==> src/flsw_pkg.sv <==
// flsw_pkg: constants, opcodes, status layout and types for the flash
// status-write and read command interpreter; used by every flsw module.
package flsw_pkg;

	// clock and self-timed status write duration
	localparam int CLK_PERIOD_NS = 10;
	localparam longint NV_STATUS_WRITE_NS = 5000000;
	localparam int NV_WRITE_CYCLES = int'((NV_STATUS_WRITE_NS + CLK_PERIOD_NS - 1) / CLK_PERIOD_NS);

	// opcodes
	localparam logic [7:0] OP_WREN = 8'h06;
	localparam logic [7:0] OP_WRDI = 8'h04;
	localparam logic [7:0] OP_VWREN = 8'h50;
	localparam logic [7:0] OP_WSR1 = 8'h01;
	localparam logic [7:0] OP_WSR2 = 8'h31;
	localparam logic [7:0] OP_WSR3 = 8'h11;
	localparam logic [7:0] OP_RSR1 = 8'h05;
	localparam logic [7:0] OP_RSR2 = 8'h35;
	localparam logic [7:0] OP_RSR3 = 8'h15;
	localparam logic [7:0] OP_READ = 8'h03;
	localparam logic [7:0] OP_FAST = 8'h0b;
	localparam logic [7:0] OP_DUAL = 8'h3b;
	localparam logic [7:0] OP_SETP = 8'hc0;

	// status registers, index 0 = register 1
	typedef logic [2:0][7:0] flsw_sr_t;
	localparam int SR_BUSY_BIT = 0;
	localparam int SR_WEL_BIT = 1;
	localparam int SR_QE_BIT = 1;
	localparam logic [7:0] SR_RESET = 8'h00;
	localparam flsw_sr_t WR_MASK = {8'he0, 8'h7b, 8'hfc};
	localparam flsw_sr_t OTP_MASK = {8'h00, 8'h38, 8'h00};
	localparam flsw_sr_t QE_MASK = {8'h00, 8'h02, 8'h00};

	// read parameters
	localparam int DUMMY_FIELD_LSB = 4;
	localparam logic [1:0] DUMMY_FIELD_RESET = 2'h2;
	localparam logic [3:0] DUMMY_STD = 4'h8;
	localparam logic [3:0] DUMMY_4 = 4'h4;
	localparam logic [3:0] DUMMY_6 = 4'h6;

	// phase lengths in bits, lanes
	localparam logic [5:0] CMD_BITS = 6'h08;
	localparam logic [5:0] ADDR_BITS = 6'h18;
	localparam logic [5:0] BYTE_BITS = 6'h08;
	localparam int LANE_DI = 0;
	localparam int LANE_DO = 1;
	localparam logic [5:0] PIN_IDLE = 6'h10;

	typedef struct packed {
		logic sck;
		logic cs_n;
		logic [3:0] lanes;
	} flsw_pins_t;

	typedef struct packed {
		logic nv;
		logic [2:0] sel;
		flsw_sr_t data;
	} flsw_wsr_t;

	typedef enum logic [2:0] {
		ST_CMD = 3'h0,
		ST_ADDR = 3'h1,
		ST_DUMMY = 3'h3,
		ST_DATA = 3'h2,
		ST_WDATA = 3'h6,
		ST_WAIT = 3'h7,
		ST_IGNORE = 3'h5
	} flsw_state_t;

	typedef enum logic [2:0] {
		OW_1 = 3'h1,
		OW_2 = 3'h2,
		OW_4 = 3'h4
	} flsw_width_t;

	// last input clock index of a phase
	function automatic logic [5:0] clk_last(input logic [5:0] bits, input logic quad);
		clk_last = quad ? ((bits >> 2) - 6'h01) : (bits - 6'h01);
	endfunction : clk_last

	// last output clock index of a byte
	function automatic logic [2:0] out_last(input flsw_width_t w);
		case (w)
			OW_4: out_last = 3'h1;
			OW_2: out_last = 3'h3;
			default: out_last = 3'h7;
		endcase
	endfunction : out_last

	function automatic logic [3:0] dummy_clocks(input logic [1:0] field);
		case (field)
			2'h0: dummy_clocks = DUMMY_4;
			2'h1: dummy_clocks = DUMMY_6;
			default: dummy_clocks = DUMMY_STD;
		endcase
	endfunction : dummy_clocks

endpackage : flsw_pkg

==> src/flsw_pin_sync.sv <==
// flsw_pin_sync: two-flop synchronisers for the serial link pins.
// assumes raw pins are asynchronous to clk.
`timescale 1ns/100ps
`default_nettype none
module flsw_pin_sync import flsw_pkg::*; (
	// clock and reset
	input wire logic clk,
	input wire logic reset_n,
	// pins
	input wire flsw_pins_t pins_raw,
	output flsw_pins_t pins_sync
);
	logic [5:0] meta_q;
	logic [5:0] sync_q;

	for (genvar i = 0; i < 6; i++) begin : g_bit
		always_ff @(posedge clk) begin
			if (!reset_n) begin
				meta_q[i] <= PIN_IDLE[i];
				sync_q[i] <= PIN_IDLE[i];
			end else begin
				meta_q[i] <= pins_raw[i];
				sync_q[i] <= meta_q[i];
			end
		end
	end

	assign pins_sync = sync_q;
endmodule : flsw_pin_sync
`default_nettype wire

==> src/flsw_status_store.sv <==
// flsw_status_store: non-volatile and active copies of the three status
// registers with write masks and one-time lock bits.
// assumes one write strobe per accepted status write.
`timescale 1ns/100ps
`default_nettype none
module flsw_status_store import flsw_pkg::*; (
	// clock and reset
	input wire logic clk,
	input wire logic reset_n,
	input wire logic soft_reset,
	// write request
	input wire logic wr_stb,
	input wire flsw_wsr_t wr_req,
	input wire logic quad_mode,
	// active values
	output flsw_sr_t sr_active
);
	flsw_sr_t nv_q;
	flsw_sr_t act_q;

	for (genvar i = 0; i < 3; i++) begin : g_reg
		logic [7:0] m;
		logic [7:0] nv_new;
		logic [7:0] vol_new;
		assign m = WR_MASK[i] & ~(QE_MASK[i] & {8{quad_mode}});
		assign nv_new = (nv_q[i] & ~m) | (wr_req.data[i] & m) | (nv_q[i] & OTP_MASK[i]);
		assign vol_new = (act_q[i] & ~(m & ~OTP_MASK[i])) | (wr_req.data[i] & m & ~OTP_MASK[i]);

		always_ff @(posedge clk) begin
			if (!reset_n) begin
				nv_q[i] <= SR_RESET;
				act_q[i] <= SR_RESET;
			end else if (soft_reset) begin
				act_q[i] <= nv_q[i];
			end else if (wr_stb && wr_req.sel[i]) begin
				if (wr_req.nv) begin
					nv_q[i] <= nv_new;
					act_q[i] <= nv_new;
				end else begin
					act_q[i] <= vol_new;
				end
			end
		end
	end

	assign sr_active = act_q;
endmodule : flsw_status_store
`default_nettype wire

==> src/flsw_cmd_core.sv <==
// flsw_cmd_core: serial flash command interpreter for status writes and
// single, fast and dual-output reads; link pins are sampled by clk.
// assumes mem_rdata follows mem_addr within three clk cycles.
`timescale 1ns/100ps
`default_nettype none
module flsw_cmd_core import flsw_pkg::*; #(
	parameter int NV_WRITE_CYC = NV_WRITE_CYCLES
) (
	// clock and reset
	input wire logic clk,
	input wire logic reset_n,
	input wire logic soft_reset,
	// serial link
	input wire logic sck_pin,
	input wire logic cs_n_pin,
	input wire logic [3:0] lane_in,
	output logic [3:0] lane_out,
	output logic [3:0] lane_oe_n,
	// device mode and state
	input wire logic four_wire_command_mode,
	input wire logic array_busy,
	// memory array
	output logic [23:0] mem_addr,
	input wire logic [7:0] mem_rdata,
	// status
	output logic busy,
	output logic write_latch_flag,
	output logic four_lane_enable,
	output flsw_sr_t status_regs
);
	flsw_pins_t pins_raw;
	flsw_pins_t pins_s;
	logic sck_prev_q;
	logic cs_prev_q;
	logic sck_rise;
	logic sck_fall;
	logic cs_rise;
	logic quad;

	flsw_state_t state_q;
	logic [7:0] op_q;
	logic [23:0] addr_q;
	logic [3:0] dummy_q;
	flsw_width_t out_w_q;
	logic rd_stat_q;
	logic [1:0] sr_sel_q;
	logic [5:0] in_cnt_q;
	logic [23:0] in_sh_q;
	logic [1:0] nbytes_q;
	logic [1:0][7:0] wb_q;

	logic [23:0] in_shift;
	logic [5:0] phase_last;
	logic in_last;
	logic [7:0] op_c;

	logic wel_q;
	logic vol_en_q;
	logic [23:0] nv_cnt_q;
	flsw_wsr_t pend_q;
	logic wr_stb_q;
	flsw_wsr_t wr_req_q;
	logic [1:0] dummy_field_q;

	logic [2:0] out_cnt_q;
	logic [7:0] out_sh_q;
	logic [3:0] lane_out_q;
	logic [3:0] lane_oe_n_q;
	logic load_c;
	logic [7:0] cur_c;
	flsw_sr_t sr_active;
	flsw_sr_t sr_read;
	logic wsr_busy;
	logic wsr_op;
	logic wsr_end;
	flsw_wsr_t wsr_c;

	assign pins_raw = '{sck: sck_pin, cs_n: cs_n_pin, lanes: lane_in};

	flsw_pin_sync u_sync (
		.clk(clk),
		.reset_n(reset_n),
		.pins_raw(pins_raw),
		.pins_sync(pins_s)
	);

	flsw_status_store u_store (
		.clk(clk),
		.reset_n(reset_n),
		.soft_reset(soft_reset),
		.wr_stb(wr_stb_q),
		.wr_req(wr_req_q),
		.quad_mode(four_wire_command_mode),
		.sr_active(sr_active)
	);

	// link edges
	always_ff @(posedge clk) begin
		if (!reset_n) begin
			sck_prev_q <= 1'b0;
			cs_prev_q <= 1'b1;
		end else begin
			sck_prev_q <= pins_s.sck;
			cs_prev_q <= pins_s.cs_n;
		end
	end

	assign sck_rise = pins_s.sck & ~sck_prev_q & ~pins_s.cs_n;
	assign sck_fall = ~pins_s.sck & sck_prev_q & ~pins_s.cs_n;
	assign cs_rise = pins_s.cs_n & ~cs_prev_q;
	assign quad = four_wire_command_mode;

	// input shifting, one bit or one nibble per clock
	assign in_shift = quad ? {in_sh_q[19:0], pins_s.lanes} : {in_sh_q[22:0], pins_s.lanes[LANE_DI]};
	assign op_c = in_shift[7:0];
	assign wsr_busy = (nv_cnt_q != 24'h000000);
	assign busy = wsr_busy | array_busy;
	assign wsr_op = (op_q == OP_WSR1) || (op_q == OP_WSR2) || (op_q == OP_WSR3);

	always_comb begin
		case (state_q)
			ST_ADDR: phase_last = clk_last(ADDR_BITS, quad);
			ST_DUMMY: phase_last = {2'h0, dummy_q - 4'h1};
			ST_WDATA: phase_last = clk_last(BYTE_BITS, quad);
			default: phase_last = clk_last(CMD_BITS, quad);
		endcase
	end

	assign in_last = (in_cnt_q == phase_last);

	// command sequencer
	always_ff @(posedge clk) begin
		if (!reset_n) begin
			state_q <= ST_CMD;
			op_q <= 8'h00;
			addr_q <= 24'h000000;
			dummy_q <= DUMMY_STD;
			out_w_q <= OW_1;
			rd_stat_q <= 1'b0;
			sr_sel_q <= 2'h0;
			in_cnt_q <= 6'h00;
			in_sh_q <= 24'h000000;
			nbytes_q <= 2'h0;
			wb_q <= '0;
		end else if (pins_s.cs_n) begin
			state_q <= ST_CMD;
			in_cnt_q <= 6'h00;
			nbytes_q <= 2'h0;
		end else if (sck_rise) begin
			in_sh_q <= in_shift;
			in_cnt_q <= in_last ? 6'h00 : in_cnt_q + 6'h01;
			case (state_q)
				ST_CMD: begin
					if (in_last) begin
						op_q <= op_c;
						out_w_q <= quad ? OW_4 : OW_1;
						rd_stat_q <= 1'b0;
						dummy_q <= DUMMY_STD;
						if (op_c == OP_RSR1 || op_c == OP_RSR2 || op_c == OP_RSR3) begin
							state_q <= ST_DATA;
							rd_stat_q <= 1'b1;
							sr_sel_q <= (op_c == OP_RSR1) ? 2'h0 : ((op_c == OP_RSR2) ? 2'h1 : 2'h2);
						end else if (busy) begin
							state_q <= ST_IGNORE;
						end else if (op_c == OP_READ && !quad) begin
							state_q <= ST_ADDR;
							dummy_q <= 4'h0;
						end else if (op_c == OP_FAST) begin
							state_q <= ST_ADDR;
							dummy_q <= quad ? dummy_clocks(dummy_field_q) : DUMMY_STD;
						end else if (op_c == OP_DUAL && !quad) begin
							state_q <= ST_ADDR;
							out_w_q <= OW_2;
						end else if ((op_c == OP_WSR1 || op_c == OP_WSR2 || op_c == OP_WSR3) && (wel_q || vol_en_q)) begin
							state_q <= ST_WDATA;
						end else if (op_c == OP_SETP) begin
							state_q <= ST_WDATA;
						end else if (op_c == OP_WREN || op_c == OP_WRDI || op_c == OP_VWREN) begin
							state_q <= ST_WAIT;
						end else begin
							state_q <= ST_IGNORE;
						end
					end
				end
				ST_ADDR: begin
					if (in_last) begin
						addr_q <= in_shift;
						state_q <= (dummy_q == 4'h0) ? ST_DATA : ST_DUMMY;
					end
				end
				ST_DUMMY: begin
					if (in_last) begin
						state_q <= ST_DATA;
					end
				end
				ST_WDATA: begin
					if (in_last) begin
						if (nbytes_q != 2'h2) begin
							wb_q[nbytes_q[0]] <= op_c;
							nbytes_q <= nbytes_q + 2'h1;
						end
					end
				end
				ST_DATA, ST_WAIT, ST_IGNORE: begin
					in_cnt_q <= 6'h00;
				end
				default: state_q <= ST_IGNORE;
			endcase
		end else if (load_c && !rd_stat_q) begin
			addr_q <= addr_q + 24'h000001;
		end
	end

	// read parameter field
	always_ff @(posedge clk) begin
		if (!reset_n || soft_reset) begin
			dummy_field_q <= DUMMY_FIELD_RESET;
		end else if (sck_rise && state_q == ST_WDATA && op_q == OP_SETP && in_last && nbytes_q == 2'h0) begin
			dummy_field_q <= op_c[DUMMY_FIELD_LSB +: 2];
		end
	end

	// status write request built at chip select rise
	always_comb begin
		wsr_c = '0;
		wsr_c.nv = wel_q;
		case (op_q)
			OP_WSR1: begin
				wsr_c.sel = (nbytes_q == 2'h2) ? 3'h3 : 3'h1;
				wsr_c.data[0] = wb_q[0];
				wsr_c.data[1] = wb_q[1];
			end
			OP_WSR2: begin
				wsr_c.sel = 3'h2;
				wsr_c.data[1] = wb_q[0];
			end
			default: begin
				wsr_c.sel = 3'h4;
				wsr_c.data[2] = wb_q[0];
			end
		endcase
	end

	assign wsr_end = cs_rise && state_q == ST_WDATA && wsr_op && in_cnt_q == 6'h00 && nbytes_q != 2'h0;

	// write latch, volatile enable and self-timed cycle
	always_ff @(posedge clk) begin
		if (!reset_n) begin
			wel_q <= 1'b0;
			vol_en_q <= 1'b0;
			nv_cnt_q <= 24'h000000;
			pend_q <= '0;
			wr_stb_q <= 1'b0;
			wr_req_q <= '0;
		end else begin
			wr_stb_q <= 1'b0;
			if (cs_rise) begin
				vol_en_q <= (state_q == ST_WAIT && op_q == OP_VWREN);
			end
			if (wsr_busy) begin
				nv_cnt_q <= nv_cnt_q - 24'h000001;
				if (nv_cnt_q == 24'h000001) begin
					wr_stb_q <= 1'b1;
					wr_req_q <= pend_q;
					wel_q <= 1'b0;
				end
			end
			if (wsr_end && wel_q) begin
				nv_cnt_q <= 24'(NV_WRITE_CYC);
				pend_q <= wsr_c;
			end else if (wsr_end && vol_en_q) begin
				wr_stb_q <= 1'b1;
				wr_req_q <= wsr_c;
			end
			if (soft_reset) begin
				wel_q <= 1'b0;
				vol_en_q <= 1'b0;
			end else if (cs_rise && state_q == ST_WAIT && op_q == OP_WRDI) begin
				wel_q <= 1'b0;
			end else if (cs_rise && state_q == ST_WAIT && op_q == OP_WREN) begin
				wel_q <= 1'b1;
			end
		end
	end

	// data output on falling link clock edges
	always_comb begin
		sr_read = sr_active;
		sr_read[0][SR_BUSY_BIT] = busy;
		sr_read[0][SR_WEL_BIT] = wel_q;
	end

	assign load_c = sck_fall && state_q == ST_DATA && out_cnt_q == 3'h0;
	assign cur_c = (out_cnt_q != 3'h0) ? out_sh_q : (rd_stat_q ? sr_read[sr_sel_q] : mem_rdata);

	always_ff @(posedge clk) begin
		if (!reset_n) begin
			out_cnt_q <= 3'h0;
			out_sh_q <= 8'h00;
			lane_out_q <= 4'h0;
			lane_oe_n_q <= 4'hf;
		end else if (pins_s.cs_n || state_q != ST_DATA) begin
			out_cnt_q <= 3'h0;
			lane_oe_n_q <= 4'hf;
		end else if (sck_fall) begin
			out_sh_q <= cur_c << out_w_q;
			out_cnt_q <= (out_cnt_q == out_last(out_w_q)) ? 3'h0 : out_cnt_q + 3'h1;
			case (out_w_q)
				OW_4: begin
					lane_out_q <= cur_c[7:4];
					lane_oe_n_q <= 4'h0;
				end
				OW_2: begin
					lane_out_q <= {2'h0, cur_c[7], cur_c[6]};
					lane_oe_n_q <= 4'hc;
				end
				default: begin
					lane_out_q <= {2'h0, cur_c[7], 1'b0};
					lane_oe_n_q <= ~(4'h1 << LANE_DO);
				end
			endcase
		end
	end

	assign lane_out = lane_out_q;
	assign lane_oe_n = lane_oe_n_q;
	assign mem_addr = addr_q;
	assign write_latch_flag = wel_q;
	assign four_lane_enable = sr_active[1][SR_QE_BIT];
	assign status_regs = sr_read;
endmodule : flsw_cmd_core
`default_nettype wire

==> config.mk <==
export PLATFORM = sky130hd
export DESIGN_NAME = flsw_cmd_core
export DESIGN_NICKNAME = d
export VERILOG_FILES = /design/src/flsw_pkg.sv /design/src/flsw_pin_sync.sv /design/src/flsw_status_store.sv /design/src/flsw_cmd_core.sv
export SDC_FILE = /design/constraint.sdc
export NUM_CORES = 1
export LEC_CHECK = 0
export BUFFER_PORTS_ARGS = -buffer_cell sky130_fd_sc_hd__buf_2
export CAP_MARGIN = 10
export CORE_ASPECT_RATIO = 1.75
export CORE_MARGIN = 2
export CORE_UTILIZATION = 45
export CTS_CLUSTER_SIZE = 30
export DETAILED_ROUTE_END_ITERATION = 8
export MAX_ROUTING_LAYER = met4
export PLACE_DENSITY = 0.7
export SETUP_SLACK_MARGIN = 0.1
export SLEW_MARGIN = 10
export SYNTH_ARGS = -nofsm -noshare
export SYNTH_HDL_FRONTEND = slang
export SYNTH_SLANG_ARGS = --single-unit
==> constraint.sdc <==
create_clock -name clk -period 6.5 [get_ports clk]
set_clock_uncertainty 0.1 [all_clocks]
set_input_delay 0.65 -clock clk [delete_from_list [all_inputs] [get_ports clk]]
set_output_delay 0.65 -clock clk [all_outputs]
set_load 0.02 [all_outputs]
==> results of run 1 <==
==> final cells by class <==
type | instances | area [µm²]
inverter | 33 | 126.4
clock buffer | 29 | 638.1
sequential | 218 | 4364
timing repair buffer | 79 | 417.9
tap | 308 | 385.4
clock inverter | 10 | 202.7
multi-input combinational | 971 | 6057
fill | 2276 | 11740
==> power by group through the flow <==
stage | combinational (µW) | clock [µW] | sequential (µW)
after floorplan | 535 | 0 | 1550
after global placement | 685 | 0 | 1560
after detailed placement | 695 | 0 | 1560
after CTS | 699 | 1490 | 1530
after global routing | 765 | 1540 | 1550
final | 700 | 1460 | 1530
==> kinds of logic (layout without fill, tap and decap cells) <==
kind of cell / after synthesis / after routing / share of synthesized area (%)
AOI/OAI and AO/OA: 296 / 296 / 17.99
xor gates and xnor gates: 30 / 30 / 2.403
adders and majority gates: 12 / 12 / 1.373
buffers and inverters: 129 / 151 / 5.046
DFF: 218 / 218 / 39.91
muxes: 95 / 95 / 8.937
other: 1 / 7 / 0.03430
and+or+nand+nor: 531 / 531 / 24.30
==> placed cells by master (no fill, tap or decap), types with 7 or more instances in the layout <==
cell	netlist	final
nand4_1	19	19
clkbuf_16	0	23
mux2i_1	74	74
nand3_1	50	50
o21ai_0	36	36
nor2_1	149	149
o211ai_1	18	18
a211oi_1	55	55
nand2_1	134	134
nor3b_1	10	9
dfxtp_1	218	218
ha_1	12	12
a21oi_1	90	90
nand2b_1	19	19
and3_1	7	7
or4_1	11	11
o31ai_1	8	8
mux2_2	21	21
o31a_1	7	7
nor4_1	28	27
nor3_1	27	26
or3_1	11	11
buf_4	11	9
nor2b_1	14	14
xnor2_1	22	22
a21o_1	8	8
and2_1	14	14
conb_1	1	7
buf_2	15	70
inv_1	32	31
xor2_1	8	8
a22oi_1	7	7
a31oi_1	8	8
==> through the flow <==
step	setup WS, ns	std cells	hold slack [ns]	instance area, µm²
floorplan	3.520	1318	0.2863	10960
global placement	2.942	1609	0.2983	11340
detailed placement	2.931	1609	0.2937	11340
CTS	2.920	1648	0.2113	12190
global route	2.692	1648	0.2340	12190
finish	2.957	1648	0.2312	12190
==> flip-flops by register name, indices dropped and copies added (netlist names), 8 cells and up <==
name / cells
mem_addr: 24
nv_cnt_q: 24
in_sh_q: 23
pend_q: 19
wr_req_q: 19
u_store.nv_q: 15
u_store.sr_active: 15
wb_q: 14
op_q: 8
out_sh_q: 8
==> per-layer routing <==
layer  vias to the layer above  GRT usage (%)
met1                      4578          24.76
met3                        97          2.679
met2                       277          40.96
met4                         0          11.81
li1                       4764              -
met5                         -              -
==> how the worst min path moves through the flow <==
| stage | to | cells past startpoint | slack, ns |
|---|---|---|---|
| after floorplan | u_sync.pins_sync[4]$_SDFF_PN1_ | 1 | 0.29 |
| after global placement | u_sync.pins_sync[4]$_SDFF_PN1_ | 1 | 0.30 |
| after detailed placement | u_sync.pins_sync[4]$_SDFF_PN1_ | 1 | 0.29 |
| after CTS | u_sync.meta_q[4]$_SDFF_PN1_ | 2 | 0.21 |
| after global routing | u_sync.meta_q[4]$_SDFF_PN1_ | 2 | 0.23 |
| final | u_sync.meta_q[4]$_SDFF_PN1_ | 2 | 0.23 |
==> results by group, run 1 <==
GRT
  – Antenna violations before repair: 0
  – First-pass GRT wire length: around 47 mm
  – Remaining Overflow, GRT: 0
  – Vias in the first global route: roughly 9300
  – Largest net degree at the start of global routing: 82
  – GRT Overall Usage: a little under a quarter

STA
  – Setup TNS: 0 ns
  – Final setup vio count: 0
  – Slew headroom: between 30% and 40%
  – Slew @ Worst Pin: roughly 0.93 ns
  – Final slew viol count: 0
  – RSZ-0062 raised after global routing: false
  – Achievable Freq: between 200 and 300 MHz
  – Tmin final: between 3 and 4 ns
  – Fin. Hold Viols: 0
  – Period utilization: a little over half

Floorplan
  – Initial core utilization: between 40% and 50%
  – I/O pin count: 78
  – Die Wd: about 120 µm
  – Core Footprint: approximately 24000 µm²
  – Die Y-Extent: ~210 µm
  – Row cnt: 75
  – Die Footprint: about 26000 µm²

CTS
  – CTS resizes: 0
  – Clock Sinks: 218
  – Clock root buffer: clkbuf_16
  – H-tree Lvls: 1
  – Post-CTS Repair Setup Buffers: 0
  – Worst-skew pair later-pin latency: between 0.5 and 0.6 ns
  – Clk slew on worst S/H paths: 0.06 ns
  – Hold_buf cts: 0
  – CTS buffer count: 22
  – Clk buf depth: 3
  – CTS tree: built

Routing
  – Final wirelength: 28.92 mm
  – Drt pass-1 iters: 5
  – Metal-1 WL: 11.19 mm
  – Drt initial violations: between 600 and 700
  – Via count: between 9000 and 10000
  – Met2 wire length: 15.08 mm
  – Top Layer Used: met4
  – Wire length per cell: 17.55 µm
  – DR WL met3: ~1.2 mm
  – DR vias/cell: between 5 and 6
  – Final ANT Viol Nets: 0
  – Drc violations: 0

Yosys
  – Mean Syn Cell Area: about 8.3 µm²
  – Synth unique cells: 76
  – Synth cell count leaders: dfxtp_1 (218), nor2_1 (149), nand2_1 (134), a21oi_1 (90), mux2i_1 (74)
  – Yosys top cell area share: 39.91%
  – Synthesis Warnings: 0
  – Share of flip-flops with an asynchronous set or reset: 0%
  – Post-Syn Area: 10930 µm²
  – Count leader, synth: dfxtp_1
  – Dominant cell type by area after synthesis: dfxtp_1
  – Top cells by area, synth: dfxtp_1 (40%), mux2i_1 (6.8%), nor2_1 (5.1%)
  – FF+latch count, synth: ~220
  – Sequential share of the synthesized area: roughly two fifths
  – Main synth FF type: dfxtp_1
  – Number of synthesized flops with an enable pin: 0
  – Mapped Cells: approximately 1300

Setup path
  – Crit end category: register
  – Critical path type: register to register
  – CP Depth: 7
  – Worst reg-to-reg setup slack: between 2 and 3 ns
  – Family with the most delay on the worst path: simple AND/OR/NAND/NOR gates
  – Reg2reg end: nv_cnt_q[2]$_SDFFE_PP0P_
  – Critical Path Sink: nv_cnt_q[2]$_SDFFE_PP0P_
  – CP Buf/Inv Count: 1
  – Max incr delay on CP: roughly 0.65 ns
  – CP startpoint kind: register
  – Worst EP required: between 6 and 7 ns
  – Crit-path slowest cell: nand2_1
  – CP cell instances: inv_1, ha_1, or4b_2, nor4_1, nand2_1, nand2_1, nor2_1
  – R2R cell count: 7
  – Worst Path Max Fanout: 19
  – Crit-path most repeated cell: nand2_1
  – Worst endpoint data arrival time: ~3.8 ns
  – Crit path launch: nbytes_q[0]$_SDFFE_PP0P_
  – Critical R2R Launch: nbytes_q[0]$_SDFFE_PP0P_

Min path
  – Hold WC Path Type: input port to register
  – Hold_sp: cs_n_pin

Power and ir drop
  – Logic gate share of total power: around a fifth
  – Tot Pwr: about 3700 µW
  – Sequential Power Share: 41.5%
  – Switching Power: roughly 1100 µW
  – Clock Power Share: roughly two fifths
  – Power Density: slightly above 300 nW/µm²
  – LEAKAGE: 0.004496 µW
  – Switching Fraction: between 20% and 30%
  – Internal: 2630 µW
  – Worst IR Drop VDD: ~0.2 mV

Place
  – Number of port buffers: 70
  – Routability cong.: 0.9035
  – Post-DP HPWL: between 20 and 25 mm

Cells and area
  – Core Util, Final: 50.95%
  – Share of cells above drive strength 1: around an eighth
  – Layout Nets: approximately 1400
  – Number of antenna diodes: 0
  – Area Growth Syn to Fin: 11.50%

Run status
  – Outcome: finished clean

Job
  – Maxcap violations: 0
Power figures use the tool's default switching activity.
==> inputs of run 2 (changes only) <==
==> constraint.sdc (replaced) <==
create_clock -name clk -period 3.42 [get_ports clk]
set_clock_uncertainty 0.1 [all_clocks]
set_input_delay 0.342 -clock clk [delete_from_list [all_inputs] [get_ports clk]]
set_output_delay 0.342 -clock clk [all_outputs]
set_load 0.02 [all_outputs]
==> run 2 against run 1 <==
Effect of this change: worst hold slack lost 0.047 ns; largest cell class unchanged; combinational power grew 90%; die area did not move; setup slack lost 2.6 ns; maximum frequency is 17% higher; critical path type unchanged; clock power rose by 73%; highest routed layer unchanged.
==> results by group, run 2 (synthesis gave the netlist of run 1 again) <==
CTS
  – CTS tree: built
  – Hold_buf cts: 6
  – Post-CTS Repair Setup Buffers: 0
  – H-tree Lvls: 1
  – Clock root buffer: clkbuf_16
  – Clk slew on worst S/H paths: 0.07 ns
  – Clock Sinks: between 200 and 250
  – CTS resizes: 0
  – CTS buffer count: 22
  – Clk buf depth: 3
  – Worst-skew pair later-pin latency: about 0.53 ns

GRT
  – First-pass GRT wire length: 47.76 mm
  – Largest net degree at the start of global routing: 100
  – Antenna violations before repair: 0
  – Vias in the first global route: roughly 9400
  – Remaining Overflow, GRT: 0
  – GRT Overall Usage: approximately a quarter

Power and ir drop
  – Clock Power Share: about 37%
  – Sequential Power Share: a little over two fifths
  – Logic gate share of total power: between 10% and 20%
  – Power Density: about 550 nW/µm²
  – Switching Power: between 2000 and 2500 µW
  – Switching Fraction: between 20 and 30%
  – Tot Pwr: around 6800 µW
  – Internal: 4740 µW
  – Worst IR Drop VDD: 0.4158 mV
  – LEAKAGE: 0.004533 µW

Cells and area
  – Number of antenna diodes: 0
  – Layout fillers: approximately 2300
  – Share of cells above drive strength 1: 12.58%
  – Multi-input gate area: between 6000 and 7000 µm²
  – Most common cell after layout, fill and taps aside: dfxtp_1
  – Most frequent cells in the layout: dfxtp_1 (218), nor2_1 (149), nand2_1 (134), a21oi_1 (90), mux2i_1 (74)
  – FF/Latch Area: ~4400 µm²
  – Area Growth Syn to Fin: 11.98%
  – Cell Count, Final, Fillers Out: approximately 1700
  – Layout Nets: ~1400
  – Fin area: 12240 µm²

STA
  – Final slew viol count: 0
  – Tmin final: between 3 and 4 ns
  – Period utilization: approximately nine tenths
  – Achievable Freq: ~330 MHz
  – WHS: 0.1844 ns
  – Final setup vio count: 0
  – Fin. Hold Viols: 0
  – Setup TNS: 0 ns
  – RSZ-0062 raised after global routing: false
  – Slew headroom: 27.39%
  – Slew @ Worst Pin: 1.089 ns

Run status
  – Outcome: finished clean

Routing
  – Wire length per cell: about 18 µm
  – Final ANT Viol Nets: 0
  – Drc violations: 0
  – Final wirelength: 29.57 mm
  – Drt initial violations: around 700
  – Via count: approximately 9700
  – Drt pass-1 iters: 7
  – DR vias/cell: approximately 5.8

Floorplan
  – Core Footprint: around 24000 µm²
  – Die Footprint: 25610 µm²
  – Die Y-Extent: roughly 210 µm
  – Die Wd: roughly 120 µm
  – Initial core utilization: around 46%
  – I/O pin count: 78
  – Row cnt: between 70 and 80

Min path
  – Hold_sp: reset_n
  – Hold path depth: 3
  – Hold WC Path Type: input port to register

Place
  – DP Area: 11430 µm²
  – Number of port buffers: 70
  – Routability cong.: 0.9295
  – Dpl cells: around 1600
  – Post-DP HPWL: 21.03 mm

Setup path
  – Worst endpoint data arrival time: between 3 and 4 ns
  – Max incr delay on CP: around 0.6 ns
  – Worst EP required: between 3 and 4 ns
  – Crit end category: register
  – R2R cell count: 7
  – CP startpoint kind: register
  – Critical R2R Launch: nbytes_q[0]$_SDFFE_PP0P_
  – Crit-path slowest cell: or4b_2
  – Worst Path Max Fanout: 16
  – Crit-path most repeated cell: a211oi_1
  – Crit path launch: nbytes_q[0]$_SDFFE_PP0P_
  – Critical path type: register to register
  – CP cell instances: inv_1, ha_1, or4b_2, nor4_1, and3b_1, a211oi_1, a211oi_1

Job
  – Maxcap violations: 0
==> run 2: cell count changes in the layout (fill, tap and decap cells not counted), sizes merged <==
cell / before / now
clkbuf: 29 / 34
dlygate4sd3: 0 / 6
bufinv: 6 / 2
inv: 32 / 34
buf: 79 / 91
clkinv: 4 / 2
==> run 2: critical path, delay by kind of cell, from the launching register on <==
| kind | cells | cell delay [ns] |
|---|---|---|
| AND/OR/NAND/NOR | 3 | 1.76 |
| AO/OA/AOI/OAI | 2 | 0.33 |
| flip-flops | 1 | 0.38 |
| adder cells (fa/ha/maj) | 1 | 0.22 |
| buffers and inverters | 1 | 0.11 |
==> run 2: layout make-up <==
cell class | count | area share, %
multi-input cells | 971 | 49.42
flip-flops and latches | 218 | 35.64
clock buffers | 34 | 5.365
repair buffers | 97 | 4.639
well taps | 308 | 3.147
inverters | 33 | 1.032
clock inverters | 6 | 0.7562
==> run 2: final timing paths <==
kind                                                  endpoint  slack (ns)
worst max-delay path                    wr_req_q[8]$_SDFF_PN0_        0.39
worst min-delay path                  in_sh_q[12]$_SDFFE_PN0P_        0.18
worst max register to register          wr_req_q[8]$_SDFF_PN0_        0.39
worst min register to register  u_sync.pins_sync[4]$_SDFF_PN1_        0.34
==> run 2: per-layer routing <==
metal / wire [µm] / part of all wire [%] / track usage (%)
met1: 11600 / 39 / 25.48
met2: 15790 / 53 / 43.32
met3: 1030 / 3.5 / 2.570
met4: 1142 / 3.9 / 9.631
met5: 0 / 0 / -
==> run 2: stage by stage <==
stage,worst slack (ns),utilization [%]
floorplan,0.7168,-
global placement,0.5298,47.79
detailed placement,0.4256,47.79
CTS,0.4023,51.17
global route,0.1369,51.17
finish,0.3933,51.17
==> run 2: power by group through the flow <==
stage	Clock, µW	Combinational [µW]	Sequential (µW)
4_1_cts	2570	1330	2910
6_report	2530	1330	2910
2_1_floorplan	0	1020	2950
3_3_place_gp	0	1290	2950
5_1_grt	2660	1480	2930
3_5_place_dp	0	1320	2960
==> inputs of run 3 (changes only) <==
--- a/config.mk
+++ b/config.mk
@@ -18,4 +18,5 @@
 export SLEW_MARGIN = 10
 export SYNTH_ARGS = -nofsm -noshare
 export SYNTH_HDL_FRONTEND = slang
+export SYNTH_HIERARCHICAL = 1
 export SYNTH_SLANG_ARGS = --single-unit
==> run 3 against run 2 <==
Effect of this change: sequential share of layout area down 0.21 points; first-iteration DRC count up 17%; via count up 2.6%; largest cell class unchanged; largest power group unchanged.
==> results by group, run 3 <==
Place
  – Pre-CTS WS: roughly 0.50 ns
  – Number of port buffers: 70
  – Post-DP HPWL: between 20 and 25 mm
  – Routability cong.: roughly 0.96

Power and ir drop
  – LEAKAGE: about 0.0048 µW
  – Worst IR Drop VDD: 0.3844 mV
  – Power Density: around 540 nW/µm²

GRT
  – First-pass GRT wire length: 48.98 mm
  – GRT Overall Usage: between 20 and 25%
  – Largest net degree at the start of global routing: 48
  – Remaining Overflow, GRT: 0
  – Antenna violations before repair: 0
  – Vias in the first global route: just under 10000

STA
  – Final setup vio count: 0
  – Final setup margin: approximately 0.51 ns
  – Achievable Freq: 343.6 MHz
  – RSZ-0062 raised after global routing: false
  – Tmin final: 2.910 ns
  – Final slew viol count: 0
  – Setup TNS: 0 ns
  – Fin. Hold Viols: 0
  – Period utilization: a little under nine tenths
  – Slew headroom: between 40 and 50%
  – Slew @ Worst Pin: between 0.8 and 0.9 ns

CTS
  – CTS buffer count: 22
  – Clock Sinks: roughly 220
  – Clk buf depth: 3
  – Clk slew on worst S/H paths: around 0.060 ns
  – CTS tree: built
  – Worst-skew pair later-pin latency: 0.50 ns
  – H-tree Lvls: 1
  – Clock root buffer: clkbuf_16

Setup path
  – Family with the most delay on the worst path: simple AND/OR/NAND/NOR gates
  – Critical path type: register to register
  – CP startpoint kind: register
  – Worst EP required: about 3.7 ns
  – Crit end category: register
  – CP cell instances: nand3b_1, or4_1, nor3_1, and2_1, nor2_1, a22o_1
  – Worst Path Max Fanout: 12
  – Max incr delay on CP: approximately 0.60 ns
  – Crit-path slowest cell: or4_1
  – Worst endpoint data arrival time: between 3 and 4 ns
  – CP Buf/Inv Count: 0

Routing
  – Wire length per cell: roughly 19 µm
  – Final wirelength: around 31 mm
  – Via count: ~10000
  – Drt initial violations: approximately 820
  – DR vias/cell: roughly 6
  – Final ANT Viol Nets: 0
  – Drt pass-1 iters: 5
  – Drc violations: 0

Cells and area
  – Most frequent cells in the layout: dfxtp_1 (218), nor2_1 (129), nand2_1 (114), a21oi_1 (101), mux2i_1 (77)
  – Share of cells above drive strength 1: 13.79%
  – Number of antenna diodes: 0
  – Most common cell after layout, fill and taps aside: dfxtp_1
  – Area Growth Syn to Fin: 10.92%
  – Layout Nets: 1361

Yosys
  – Mean Syn Cell Area: between 8 and 9 µm²
  – Mapped Cells: 1309
  – Synthesis Warnings: 6
  – Post-Syn Area: around 11000 µm²

Floorplan
  – Die Y-Extent: between 200 and 250 µm
  – Core Footprint: about 24000 µm²
  – Row cnt: 76
  – Die Wd: about 120 µm
  – I/O pin count: 78
  – Initial core utilization: between 40% and 50%
  – Die Footprint: ~26000 µm²

Run status
  – Outcome: finished clean

Min path
  – Hold WC Path Type: input port to register

Job
  – Maxcap violations: 0
-- run 3: per-stage QoR --
step / utilization [%] / hold WS [ns] / total power (µW) / instance area, µm² / instances
after floorplan: - / 0.2863 / 4008 / 11130 / 1315
after global placement: 47.19 / 0.3100 / 4213 / 11530 / 1612
after detailed placement: 47.19 / 0.3160 / 4248 / 11530 / 1612
after CTS: 50.39 / 0.05256 / 6695 / 12320 / 1654
after global routing: 50.39 / 0.07765 / 6977 / 12320 / 1654
final: 50.39 / 0.06300 / 6643 / 12320 / 1654
-- run 3: per-layer routing --
layer  global-route usage [%]  up-vias  routed length [µm]  share of wire, %
met2                    41.80      312               15700                51
met1                    24.84     4749               11440                37
met5                        -        -                   0                 0
met3                    3.421      123                1319               4.3
met4                    15.81        0                2177               7.1
li1                         -     4768                   -                 -
-- run 3: final cells by class --
type / count / area [µm²]
inverters: 34 / 127.6
clock inverters: 7 / 93.84
fillers: 2337 / 12120
repair buffers: 104 / 635.6
clock buffers: 29 / 628.1
multi-input cells: 950 / 6076
well taps: 312 / 390.4
flip-flops and latches: 218 / 4364
-- run 3: path summary, 6_finish.rpt --
check,slack (ns),to,depth (start not counted),startpoint
worst min-delay path,0.06,out_w_q[2]$_SDFFE_PN0P_,3,four_wire_command_mode
worst max register to register,0.51,pend_q[22]$_SDFFE_PN0P_,6,state_q[2]$_SDFFE_PP0P_
worst min register to register,0.32,u_sync/pins_sync[4]$_SDFF_PN1_,1,u_sync/meta_q[4]$_SDFF_PN1_
worst max-delay path,0.51,pend_q[22]$_SDFFE_PN0P_,6,state_q[2]$_SDFFE_PP0P_
-- run 3: what timing repair did --
item / CTS / global route
endpoints found under the setup margin: 0 / 0
resized for setup: 0 / 0
endpoints found under the hold margin: 6 / 0
setup buffers: 0 / 0
hold buffers: 6 / 0
-- run 3: worst register-to-register path: stages, from the launching register on --
cell	delay [ns]
dfxtp_1	0.51
nand3b_1	0.29
or4_1	0.60
nor3_1	0.43
and2_1	0.43
nor2_1	0.16
a22o_1	0.26
-- run 3: report_power, final --
part	switching [µW]	internal [µW]	leakage [µW]
Clock	992	1440	0.000349
Combinational	788	582	0.00267
Sequential	149	2700	0.00176
